===== config.mk =====
export PLATFORM = sky130hd
export DESIGN_NAME = ccpmd_top
export DESIGN_NICKNAME = d
export VERILOG_FILES = /design/src/design/ccpmd_pkg.sv /design/src/design/ccpmd_pin_decode.sv /design/src/design/ccpmd_top.sv
export SDC_FILE = /design/constraint.sdc
export NUM_CORES = 1
export LEC_CHECK = 0
export ABC_AREA = 1
export BUFFER_PORTS_ARGS = -buffer_cell sky130_fd_sc_hd__buf_2
export CAP_MARGIN = 20
export CORE_ASPECT_RATIO = 0.9
export CORE_MARGIN = 8
export CORE_UTILIZATION = 36
export DETAILED_ROUTE_END_ITERATION = 8
export GPL_TIMING_DRIVEN = 0
export PLACE_DENSITY = 0.74
export SYNTH_ARGS = -nofsm -noshare
export SYNTH_HDL_FRONTEND = slang
export SYNTH_SLANG_ARGS = --single-unit

===== constraint.sdc =====
create_clock -name clk -period 0.94 [get_ports clk]
set_input_delay 0.094 -clock clk [delete_from_list [all_inputs] [get_ports clk]]
set_output_delay 0.094 -clock clk [all_outputs]
set_load 0.03 [all_outputs]

===== src/design/ccpmd_pkg.sv =====
// Package: register map, field layout and mode carrier for control pin mode decode
package ccpmd_pkg;

  // Register byte offsets on the APB slave
  localparam logic [7:0] CCPMD_FSADJ_OFS  = 8'h00;
  localparam logic [7:0] CCPMD_STATUS_OFS = 8'h04;

  // Full-scale adjust register layout and reset value
  localparam int         CCPMD_FSADJ_W    = 8;
  localparam logic [7:0] CCPMD_FSADJ_RST  = 8'h80;

  // Status register bit positions
  localparam int CCPMD_ST_EXT_ACTIVE   = 0;
  localparam int CCPMD_ST_DIFF_RESET   = 1;
  localparam int CCPMD_ST_FS_HIGH      = 2;
  localparam int CCPMD_ST_FS_REG_CTRL  = 3;
  localparam int CCPMD_ST_CAL_DLY_LONG = 4;
  localparam int CCPMD_ST_ALT_OVERRIDE = 5;
  localparam int CCPMD_ST_CAL_ACTIVE   = 6;

  // Reset values of the decoded mode outputs
  localparam logic CCPMD_EXT_ACTIVE_RST = 1'b0;
  localparam logic CCPMD_DIFF_RST       = 1'b0;
  localparam logic CCPMD_FS_HIGH_RST    = 1'b1;
  localparam logic CCPMD_SSEL_N_RST     = 1'b1;

  // Resolved level of the three-level shared pin
  typedef struct packed {
    logic low;                          // Driven low
    logic high;                         // Driven high
    logic mid;                          // Floating or mid-supply
  } ccpmd_tri_t;

  // Decoded operating mode
  typedef struct packed {
    logic ext_active;                   // Extended control in force
    logic diff_reset;                   // Differential clock reset
    logic fs_high;                      // Higher full-scale range
    logic fs_reg_ctrl;                  // Full scale from register
    logic cal_delay_long;               // Long power-up cal delay
    logic serial_select_n;              // Serial chip select, active low
    logic alt_override;                 // Shared-pin request overridden
    logic clk_reset;                    // Resolved output clock reset
  } ccpmd_mode_t;

  // APB access phases
  typedef enum logic [1:0] {
    CCPMD_IDLE,
    CCPMD_SETUP,
    CCPMD_ACCESS
  } ccpmd_apb_phase_t;

endpackage : ccpmd_pkg


===== src/design/ccpmd_pin_decode.sv =====
// Combinational decode of control pins into an operating mode
`timescale 1ns/100ps
module ccpmd_pin_decode
  import ccpmd_pkg::*;
(
  input  wire logic        ext_control_enable_n,     // Dedicated enable, low = extended
  input  wire logic        clk_reset_style_select,   // High = single-ended reset
  input  wire ccpmd_tri_t  full_scale_range_select,  // Resolved shared pin level
  input  wire logic        output_clock_reset_pos,   // Reset true input
  input  wire logic        calibration_delay_select, // Cal delay / serial select pin
  output ccpmd_mode_t      mode                      // Decoded mode
);

  logic single_ended;
  logic alternate_ext_control_enable;
  logic shared_as_neg;

  // Reset style and role of the shared pin
  assign single_ended                 = clk_reset_style_select;
  assign alternate_ext_control_enable = single_ended & full_scale_range_select.mid;
  assign shared_as_neg                = ~single_ended & full_scale_range_select.high;

  // Dedicated enable alone decides, overriding the shared pin
  assign mode.ext_active   = ~ext_control_enable_n;
  assign mode.alt_override = alternate_ext_control_enable & ext_control_enable_n;
  assign mode.diff_reset   = ~single_ended;

  // Pin full scale: single-ended low pin gives reduced range, otherwise higher
  assign mode.fs_high     = ~single_ended | ~full_scale_range_select.low;
  assign mode.fs_reg_ctrl = ~ext_control_enable_n;

  // Cal delay pin turns into serial chip select under extended control
  assign mode.cal_delay_long  = ext_control_enable_n & calibration_delay_select;
  assign mode.serial_select_n = ext_control_enable_n | calibration_delay_select;

  // Differential reset asserts when true is high and complement low
  assign mode.clk_reset = single_ended ? output_clock_reset_pos
                                       : (output_clock_reset_pos & ~shared_as_neg);

endmodule : ccpmd_pin_decode


===== src/design/ccpmd_top.sv =====
// Control pin mode decode with APB status and full-scale adjust registers
// Overview of operation
// - The calibration active flag is high for the whole calibration sequence and low otherwise.
// - A high dedicated extended-control enable keeps extended control off and configuration from pins only.
// - The dedicated enable wins over the shared-pin alternate enable whenever they disagree.
// - Clock-reset style select high or floating means single-ended reset and a full-scale/enable shared pin.
// - Clock-reset style select low means a differential reset pair, shared pin as the complement.
// - In differential reset mode pin full-scale selection is ignored and the higher range is used.
// - While the dedicated enable is low, the full-scale adjust register may be written in either style.
// - In single-ended mode a low shared pin picks reduced range, high picks higher, mid asks extended control.
// - Under extended control the cal delay pin is serial chip select and the cal delay is short.
//
// Our own choices: the register addresses and the APB interface to the registers.
`timescale 1ns/100ps
module ccpmd_top
  import ccpmd_pkg::*;
(
  input  wire logic        clk,                      // 10 MHz converter clock
  input  wire logic        reset,                    // Asynchronous reset, active high
  // Control pins
  input  wire logic        ext_control_enable_n,     // Dedicated enable, low = extended
  input  wire logic        clk_reset_style_select,   // High/floating = single-ended
  input  wire ccpmd_tri_t  full_scale_range_select,  // Shared pin resolved level
  input  wire logic        output_clock_reset_pos,   // Clock reset true input
  input  wire logic        calibration_delay_select, // Cal delay / serial select pin
  input  wire logic        cal_sequence_busy,        // Calibration engine running
  // Decoded outputs
  output logic             calibration_active_flag,  // High while calibrating
  output logic             ext_mode_active,          // Extended control in force
  output logic             diff_reset_mode,          // Differential clock reset
  output logic             output_clock_reset,       // Resolved clock reset
  output logic             fs_range_high,            // Higher full-scale range
  output logic             fs_reg_control,           // Full scale from register
  output logic [7:0]       fs_adjust,                // Full-scale adjust code
  output logic             cal_delay_long,           // Long power-up cal delay
  output logic             serial_select_n,          // Serial chip select, active low
  // APB slave
  input  wire logic        psel,                     // Slave select
  input  wire logic        penable,                  // Access phase
  input  wire logic        pwrite,                   // Write when high
  input  wire logic [7:0]  paddr,                    // Byte address
  input  wire logic [31:0] pwdata,                   // Write data
  output logic [31:0]      prdata,                   // Read data
  output logic             pready,                   // Always ready
  output logic             pslverr                   // Error answer
);

  ccpmd_mode_t          mode_nxt;
  ccpmd_mode_t          mode_r;
  logic                 cal_active_r;
  logic [7:0]           fsadj_r;
  logic [7:0]           fsadj_nxt;
  logic [31:0]          prdata_r;
  logic [31:0]          prdata_nxt;
  logic                 err_r;
  logic                 err_nxt;
  ccpmd_apb_phase_t     phase;
  logic                 setup_cycle;
  logic                 access_cycle;
  logic                 hit_fsadj;
  logic                 hit_status;
  logic                 fsadj_wr;
  logic                 wr_refused;
  logic [31:0]          status_word;

  // Pure combinational pin decode
  ccpmd_pin_decode ccpmd_pin_decode_inst (
    .ext_control_enable_n     (ext_control_enable_n),
    .clk_reset_style_select   (clk_reset_style_select),
    .full_scale_range_select  (full_scale_range_select),
    .output_clock_reset_pos   (output_clock_reset_pos),
    .calibration_delay_select (calibration_delay_select),
    .mode                     (mode_nxt)
  );

  // Mode outputs registered once per clock
  always_ff @(posedge clk or posedge reset) begin
    if (reset) begin
      mode_r.ext_active      <= CCPMD_EXT_ACTIVE_RST;
      mode_r.diff_reset      <= CCPMD_DIFF_RST;
      mode_r.fs_high         <= CCPMD_FS_HIGH_RST;
      mode_r.fs_reg_ctrl     <= CCPMD_EXT_ACTIVE_RST;
      mode_r.cal_delay_long  <= 1'b0;
      mode_r.serial_select_n <= CCPMD_SSEL_N_RST;
      mode_r.alt_override    <= 1'b0;
      mode_r.clk_reset       <= 1'b0;
    end else begin
      mode_r <= mode_nxt;
    end
  end

  // Calibration running indication
  always_ff @(posedge clk or posedge reset) begin
    if (reset) begin
      cal_active_r <= 1'b0;
    end else begin
      cal_active_r <= cal_sequence_busy;
    end
  end

  // APB phase tracking, used for the read, write and error paths
  always_comb begin
    unique case ({psel, penable})
      2'b10:   phase = CCPMD_SETUP;
      2'b11:   phase = CCPMD_ACCESS;
      default: phase = CCPMD_IDLE;
    endcase
  end

  // Address decode and write qualification
  assign setup_cycle  = (phase == CCPMD_SETUP);
  assign access_cycle = (phase == CCPMD_ACCESS);
  assign hit_fsadj    = (paddr == CCPMD_FSADJ_OFS);
  assign hit_status   = (paddr == CCPMD_STATUS_OFS);
  assign fsadj_wr     = access_cycle & pwrite & hit_fsadj & mode_r.ext_active;
  assign wr_refused   = pwrite & ((hit_fsadj & ~mode_r.ext_active) | hit_status);
  assign fsadj_nxt    = fsadj_wr ? pwdata[CCPMD_FSADJ_W-1:0] : fsadj_r;

  // Full-scale adjust register, writable only under extended control
  always_ff @(posedge clk or posedge reset) begin
    if (reset) begin
      fsadj_r <= CCPMD_FSADJ_RST;
    end else begin
      fsadj_r <= fsadj_nxt;
    end
  end

  // Status word built from the live mode state
  always_comb begin
    status_word                        = 32'h0000_0000;
    status_word[CCPMD_ST_EXT_ACTIVE]   = mode_r.ext_active;
    status_word[CCPMD_ST_DIFF_RESET]   = mode_r.diff_reset;
    status_word[CCPMD_ST_FS_HIGH]      = mode_r.fs_high;
    status_word[CCPMD_ST_FS_REG_CTRL]  = mode_r.fs_reg_ctrl;
    status_word[CCPMD_ST_CAL_DLY_LONG] = mode_r.cal_delay_long;
    status_word[CCPMD_ST_ALT_OVERRIDE] = mode_r.alt_override;
    status_word[CCPMD_ST_CAL_ACTIVE]   = cal_active_r;
  end

  // Read data and address error captured in the setup cycle
  assign prdata_nxt = (setup_cycle & ~pwrite & hit_fsadj)  ? {24'h00_0000, fsadj_r} :
                      (setup_cycle & ~pwrite & hit_status) ? status_word :
                      setup_cycle                          ? 32'h0000_0000 : prdata_r;
  assign err_nxt    = setup_cycle ? (~hit_fsadj & ~hit_status) : err_r;

  always_ff @(posedge clk or posedge reset) begin
    if (reset) begin
      prdata_r <= 32'h0000_0000;
      err_r    <= 1'b0;
    end else begin
      prdata_r <= prdata_nxt;
      err_r    <= err_nxt;
    end
  end

  // Output drive
  assign calibration_active_flag = cal_active_r;
  assign ext_mode_active         = mode_r.ext_active;
  assign diff_reset_mode         = mode_r.diff_reset;
  assign output_clock_reset      = mode_r.clk_reset;
  assign fs_range_high           = mode_r.fs_high;
  assign fs_reg_control          = mode_r.fs_reg_ctrl;
  assign fs_adjust               = fsadj_r;
  assign cal_delay_long          = mode_r.cal_delay_long;
  assign serial_select_n         = mode_r.serial_select_n;
  assign prdata                  = prdata_r;
  assign pready                  = 1'b1;
  assign pslverr                 = access_cycle & (err_r | wr_refused);
endmodule : ccpmd_top


Word-level counts from Yosys, hierarchy flattened
Cells that the tools add are included.
{"block": "word_totals", "input_bits": 53, "register_bits": 49}
{"block": "classes", "bitwise": 27, "eq_ne": 5, "n_mux": 5, "reduce_logical": 2}
{"cell": "$mux W32", "count": 3}
{"cell": "$and A1 B1 Y1", "count": 15}
{"cell": "$eq A8 B3 Y1 const B", "count": 1}
{"cell": "$logic_not A8 Y1", "count": 1}
{"cell": "$not A1 Y1", "count": 8}
{"cell": "$eq A2 B2 Y1 const B", "count": 3}
{"cell": "$or A1 B1 Y1", "count": 4}
{"cell": "$pmux W2 S2", "count": 1}
{"cell": "$reduce_bool A3 Y1", "count": 1}
{"cell": "$eq A2 B1 Y1 const B", "count": 1}
{"cell": "$mux W1", "count": 1}

Depth between registers and ports, before layout
Gate-level depths: netlist of the first run.
{"block": "logic_depth", "ltp_word": 7, "ltp_mapped": 8, "mapped_depth_nobuf": 7}

By module
Synthesis of the first run repeated with hierarchy kept, for this count alone.
{"block": "hier_totals", "cells_unflattened": 153, "area_unflattened_um2": 1338.8}
{"module": "ccpmd_top", "cells_each": 142, "n_inst": 1, "area_per_inst_um2": 1290.0, "seq_area_each_um2": 654.4}
{"module": "ccpmd_pin_decode", "cells_each": 11, "n_inst": 1, "area_per_inst_um2": 48.8, "seq_area_each_um2": 0.0}

Least setup slack after synthesis of the first run
Ideal clock, no wire load.
{"block": "synth_timing", "path_type": "register -> register", "start": "register, netlist name fs_reg_control", "end": "register fsadj_r[0] (netlist: fs_adjust[0])", "arrival_time_ps": 1135, "setup_ps": 117, "path_slack_ps": -312, "stages_incl_launch_ff": 7, "required_time_ps": 823, "synth_period_minus_slack_ps": 1252, "path_cell_list": "dfrtp_1 -> nand2_1 -> nor2_2 -> nand2_4 -> buf_6 -> o21ai_1 -> inv_1"}
{"item": "end signal: assignment", "line": "ccpmd_top.sv:124", "source": "fsadj_r <= fsadj_nxt;"}
{"item": "end: declaration", "line": "ccpmd_top.sv:51", "source": "logic [7:0] fsadj_r;"}

==> summary.txt, run 1 <==
Critical path
  – CP delay by family, top: flip-flops
  – CP bufs+invs: 3
  – Crit path arrival time: 1.08 ns
  – Worst path cell trace: buf_6 > buf_6 > buf_6
  – Cell mode on critical path: buf_6
  – CP max FO: 3
  – Nature of the critical path endpoint: primary output
  – Crit Path Class: register to primary output
  – Crit-path max cell delay: 0.44 ns
  – Slowest cell on crit path: dfrtp_2
  – CP required: 0.85 ns
  – Startpoint Class: register

Global route
  – Initial antenna violation count: 0
  – Largest net degree at the start of global routing: 26
  – Met2 Use GR: 20.7%
  – First-pass GRT wire length: 5.66 mm
  – Vias in the first global route: 1243
  – Most crowded layer after global routing: met2
  – Gr ovfl total: 0
  – Grt met3 use: 2.17%
  – Routing usage on met1: 14.6%
  – Tot GR Track Use: 11.9%

Worst hold path
  – Min-delay worst type: primary input to register

STA
  – Final hold vios: 0
  – Layout Skew: 0.00261 ns
  – Max-slew violations: 0
  – Final WS setup: -0.234 ns
  – Final min period: 1.17 ns
  – Max Fclk: 852 MHz
  – Rel. slew slack: 36.3%
  – RSZ-0062 raised after global routing: true
  – Tcrit/Tclk final: 125%
  – Endpoints failing setup: 14
  – Worst-margin pin slew: 0.955 ns

Floorplanning
  – I/O pin count: 103
  – Row cnt: 21
  – Die Area: 6020 sq um
  – Core footprint: 3680 sq um
  – Die height: 74.4 microns
  – Initial core utilization: 37.1%
  – DIE WIDTH: 80.9 microns

Synth
  – Sequential area share after synthesis: 46.1%
  – Seq cells post-synth: 25
  – Syn Area/Cell: 8.52 sq um
  – Cells after Synth: 160
  – Post-synth cell types: 22
  – Netlist Area Pre-Place: 1360 sq um
  – Syn. warnings: 0

Pwr
  – Max VDD drop: 0.712 mV
  – P_leak: 0.00126 uW
  – Pwr Density: 1050 nW/um^2

Routing
  – Residual DRC: 0
  – DRT Pass-1 Iters: 5
  – Antenna-violating nets left: 0
  – Vias: 1243
  – Vias per cell: 4.04
  – DR iter-0 viols: 58
  – Detailed Route WL: 3.65 mm
  – Drt wl/cell: 11.9 microns

Clocking
  – # H-tree levels: 1
  – Reg clk slew, reported paths: 0.08 ns
  – CTS buffer count: 3
  – CTS tree: yes
  – Clk Latency, worst-skew pair: 0.27 ns
  – Max Root-Sink Buffers: 2
  – CTS Root Cell: clkbuf_8
  – CTS Sinks: 25

Run status
  – Status: finished, violations left
  – Failing checks: setup timing

Cells and area
  – Antenna diode count: 0
  – Nets: 316
  – Ratio of cells with drive above 1 in the final layout: 49.6%
  – Non-Filler Instances: 308
  – Layout overhead on the synthesized area: 60.6%

Placement
  – Post-placement worst setup slack: -0.281 ns
  – IO Port Bufs: 53
  – Number of placed cells counting well taps: 282
  – Post-DP HPWL: 2.62 mm
  – RePlAce Congestion: 0.709

Flow run
  – Max-cap violation count: 0
==> power by group <==
group          internal [uW]  switching [uW]  leakage [uW]
registers               1110            14.3      0.000289
logic                    222             331      0.000950
clock network            303             331     0.0000228
==> per-layer routing <==
| metal | wire [microns] | up-vias |
|---|---|---|
| met5 | 0 | - |
| met4 | 29 | 0 |
| met3 | 274 | 4 |
| met2 | 1880 | 42 |
| met1 | 1460 | 554 |
| li1 | - | 643 |
==> kinds of logic (layout without fill, tap and decap cells) <==
group           after synthesis  in the layout  synth area share (%)
simple gates                 66             66                  24.5
other cells                   2             25                 0.551
compound gates               11             11                  4.59
flops                        25             25                  46.1
buf+inv                      56            135                  24.2
==> stage by stage <==
stage                     util (%)  TNS [ns]  hold slack (ns)  total power (uW)  instance area (sq um)
final                         59.5     -2.01          0.00870              2310                   2190
after global routing          59.5     -3.61           0.0187              2420                   2190
after CTS                     55.4     -2.20          0.00314              2300                   2040
after detailed placement      48.8     -4.82            0.207              1620                   1790
after global placement        48.8     -4.19            0.204              1610                   1790
after floorplan                  -     -1.65            0.119              1500                   1470
==> cells in the mapped netlist <==
| cell type | count | area share, % |
|---|---|---|
| inv_2 | 1 | 0.27 |
| dfstp_2 | 3 | 5.8 |
| dfrtp_1 | 22 | 40 |
| a21boi_0 | 1 | 0.55 |
| nor2_8 | 2 | 2.9 |
| or2_2 | 1 | 0.46 |
| o21ai_1 | 7 | 2.6 |
| nand3_1 | 22 | 8.1 |
| nor3_2 | 1 | 0.73 |
| nor2_1 | 9 | 2.5 |
| buf_4 | 26 | 14 |
| nor2_2 | 1 | 0.46 |
| o22ai_1 | 1 | 0.46 |
| o21ai_2 | 1 | 0.64 |
| o21ai_0 | 1 | 0.37 |
| or2_1 | 1 | 0.46 |
| conb_1 | 2 | 0.55 |
| nand2_4 | 1 | 0.83 |
| inv_1 | 26 | 7.2 |
| buf_6 | 3 | 2.5 |
| nand2_1 | 26 | 7.2 |
| nand2_2 | 2 | 0.92 |
==> cell type report <==
type                            instances  area [sq um]
Inverter                               27           101
Tap cell                               46          57.6
Timing Repair Buffer                   75           579
Sequential cell                        25           631
Buffer                                 29           236
Multi-Input combinational cell        102           539
Clock buffer                            4          45.0
Fill cell                             334          1490
==> repair_timing <==
action,4_1_cts,5_1_grt
gates resized for setup,23,43
setup buffers,12,6
hold buffers,4,0
pin swaps,6,1
hold endpoints to repair,3,0
endpoints found under the setup margin,21,38
==> final timing paths <==
check | to | cells past startpoint | startpoint | slack, ns
setup / recovery | ext_mode_active | 3 | fs_reg_control | -0.23
hold / removal | fs_reg_control | 2 | ext_control_enable_n | 0.009
setup reg to reg | fs_adjust[3] | 6 | fs_reg_control | -0.16
hold reg to reg | prdata[5] | 2 | mode_r[1] | 0.50
max in group asynchronous | fs_reg_control | 2 | reset | 0.27
min in group asynchronous | fs_adjust[4] | 2 | reset | 0.03
==> placed cells by master, fill, tap and decap left out <==
cell / n
dfrtp_1: 21
or2_2: 1
inv_1: 26
or2_1: 1
nand3_1: 22
buf_2: 29
buf_8: 1
inv_2: 1
o21ai_2: 6
o21ai_0: 1
buf_6: 24
nand2_2: 3
buf_4: 46
conb_1: 25
nand2_1: 25
dlygate4sd3_1: 4
nand2_4: 1
nor2_4: 2
nor2_1: 2
a21boi_0: 1
dfrtp_2: 1
clkbuf_1: 1
nor2_8: 2
clkbuf_8: 3
o21ai_1: 2
dfstp_2: 3
nor3_2: 1
nor2_2: 6
o22ai_1: 1
(Power assumes the default switching activity.)
==> run 2, diff against run 1 <==
- PLACE_DENSITY: 0.74 -> unset
- PLACE_DENSITY_LB_ADDON: unset -> 0.3
==> summary.txt, run 2 (synthesis gave the netlist of run 1 again) <==
Cells and area
  – # fillers: 341
  – Antenna diode count: 0
  – Most frequent cells in the layout: buf_4 (46), buf_2 (29), inv_1 (25), buf_6 (25), conb_1 (25)
  – Ratio of cells with drive above 1 in the final layout: 51.1%
  – Layout overhead on the synthesized area: 63.1%
  – Nets: 318
  – Non-Filler Instances: 310
  – Commonest non-fill, non-tap cell in the layout: buf_4

Run status
  – Status: finished, violations left
  – Failing checks: setup timing

STA
  – Final WS setup: -0.236 ns
  – Final min period: 1.18 ns
  – Endpoints failing setup: 14
  – Worst-margin pin slew: 0.930 ns
  – Rel. slew slack: 38.0%
  – Final hold vios: 0
  – Final TNS setup: -2.02 ns
  – Max-slew violations: 0
  – Max Fclk: 850 MHz
  – Layout Skew: 0.00468 ns
  – Tcrit/Tclk final: 125%
  – RSZ-0062 raised after global routing: true

Global route
  – Initial antenna violation count: 0
  – Vias in the first global route: 1250
  – Gr ovfl total: 0
  – Largest net degree at the start of global routing: 26
  – First-pass GRT wire length: 5.59 mm
  – Tot GR Track Use: 11.6%

Placement
  – Post-DP HPWL: 2.62 mm
  – RePlAce Congestion: 0.724
  – Number of placed cells counting well taps: 282
  – IO Port Bufs: 53

Pwr
  – Internal: 1630 uW
  – Sw frac: 30.0%
  – Seq pwr share: 48.1%
  – Net switching power: 699 uW
  – Combinational power share: 24.2%
  – P_leak: 0.00128 uW
  – Pwr Density: 1050 nW/um^2
  – Max VDD drop: 0.449 mV
  – Clk network pwr share: 27.6%

Floorplanning
  – Row cnt: 21
  – Initial core utilization: 37.1%
  – DIE WIDTH: 80.9 microns
  – Die height: 74.4 microns
  – I/O pin count: 103
  – Core footprint: 3680 sq um
  – Die Area: 6020 sq um

Critical path
  – CP required: 0.85 ns
  – CP delay by family, top: flip-flops
  – Nature of the critical path endpoint: primary output
  – CP max FO: 2
  – Critical path depth: 5
  – Crit path arrival time: 1.08 ns
  – Startpoint Class: register
  – Crit Path Class: register to primary output
  – Worst path cell trace: inv_2 > nand2_2 > nor2_2 > nor2_4 > buf_6
  – R2R depth: 6
  – Crit-path max cell delay: 0.38 ns
  – CP bufs+invs: 2
  – Slowest cell on crit path: dfrtp_1

Routing
  – DRT Pass-1 Iters: 4
  – Vias per cell: 4.01
  – Drt wl/cell: 11.9 microns
  – Antenna-violating nets left: 0
  – Detailed Route WL: 3.68 mm
  – Vias: 1242
  – DR iter-0 viols: 29
  – Residual DRC: 0

Clocking
  – CTS Root Cell: clkbuf_8
  – Clk Latency, worst-skew pair: 0.27 ns
  – Max Root-Sink Buffers: 2
  – CTS Sinks: 25
  – # H-tree levels: 1
  – Reg clk slew, reported paths: 0.09 ns
  – CTS tree: yes
  – CTS buffer count: 3

Worst hold path
  – Min-delay worst type: primary input to async pin

Flow run
  – Max-cap violation count: 0
run 2: repair_timing:
action,4_1_cts,5_1_grt
resized for setup,25,46
hold buffers,5,0
pin swaps,6,2
endpoints found under the hold margin,4,0
setup buffers,11,8
setup endpoints to repair,21,39
run 2: area by class of cell:
class                   instances  area, sq um  share of cell area, %
flip-flops and latches         25          631                   28.3
repair buffers                 77          604                   27.2
multi-input cells             102          552                   24.8
plain buffers                  29          233                   10.5
inverters                      27          101                   4.56
well taps                      46         57.6                   2.59
clock buffers                   3         41.3                   1.86
clock inverters                 1         5.00                  0.225
run 2: routing by layer:
| layer | vias up | global-route usage [%] | part of all wire, % |
|---|---|---|---|
| li1 | 642 | - | - |
| met1 | 556 | 13.4 | 41 |
| met2 | 40 | 20.8 | 51 |
| met3 | 4 | 2.90 | 7.4 |
| met4 | 0 | 2.97 | 0.62 |
| met5 | - | 0 | 0 |
run 2: path summary, 6_finish.rpt:
check | start | to | slack [ns]
min | reset | output_clock_reset | 0.02
max | err_r | pslverr | -0.24
min reg2reg | mode_r[1] | prdata[5] | 0.49
max reg2reg | fs_reg_control | fs_adjust[3] | -0.16
min in group clk | pwdata[4] | fs_adjust[4] | 0.02
max in group asynchronous | reset | fs_reg_control | 0.30
run 2: metrics by stage:
| stage | instance area (sq um) | hold slack [ns] | util (%) | total power (uW) | setup WS [ns] |
|---|---|---|---|---|---|
| finish | 2220 | 0.0150 | 60.5 | 2330 | -0.236 |
| global route | 2220 | 0.0220 | 60.5 | 2450 | -0.283 |
| CTS | 2050 | 0.0202 | 55.7 | 2300 | -0.218 |
| detailed placement | 1790 | 0.208 | 48.8 | 1620 | -0.296 |
| global placement | 1790 | 0.204 | 48.8 | 1610 | -0.285 |
| floorplan | 1470 | 0.119 | - | 1500 | -0.210 |
run 2: power groups by stage:
stage	sequential, uW	combinational [uW]	clock (uW)
floorplan	1180	322	0
global placement	1140	474	0
global route	1130	610	716
CTS	1120	527	650
detailed placement	1140	478	0
finish	1120	565	644
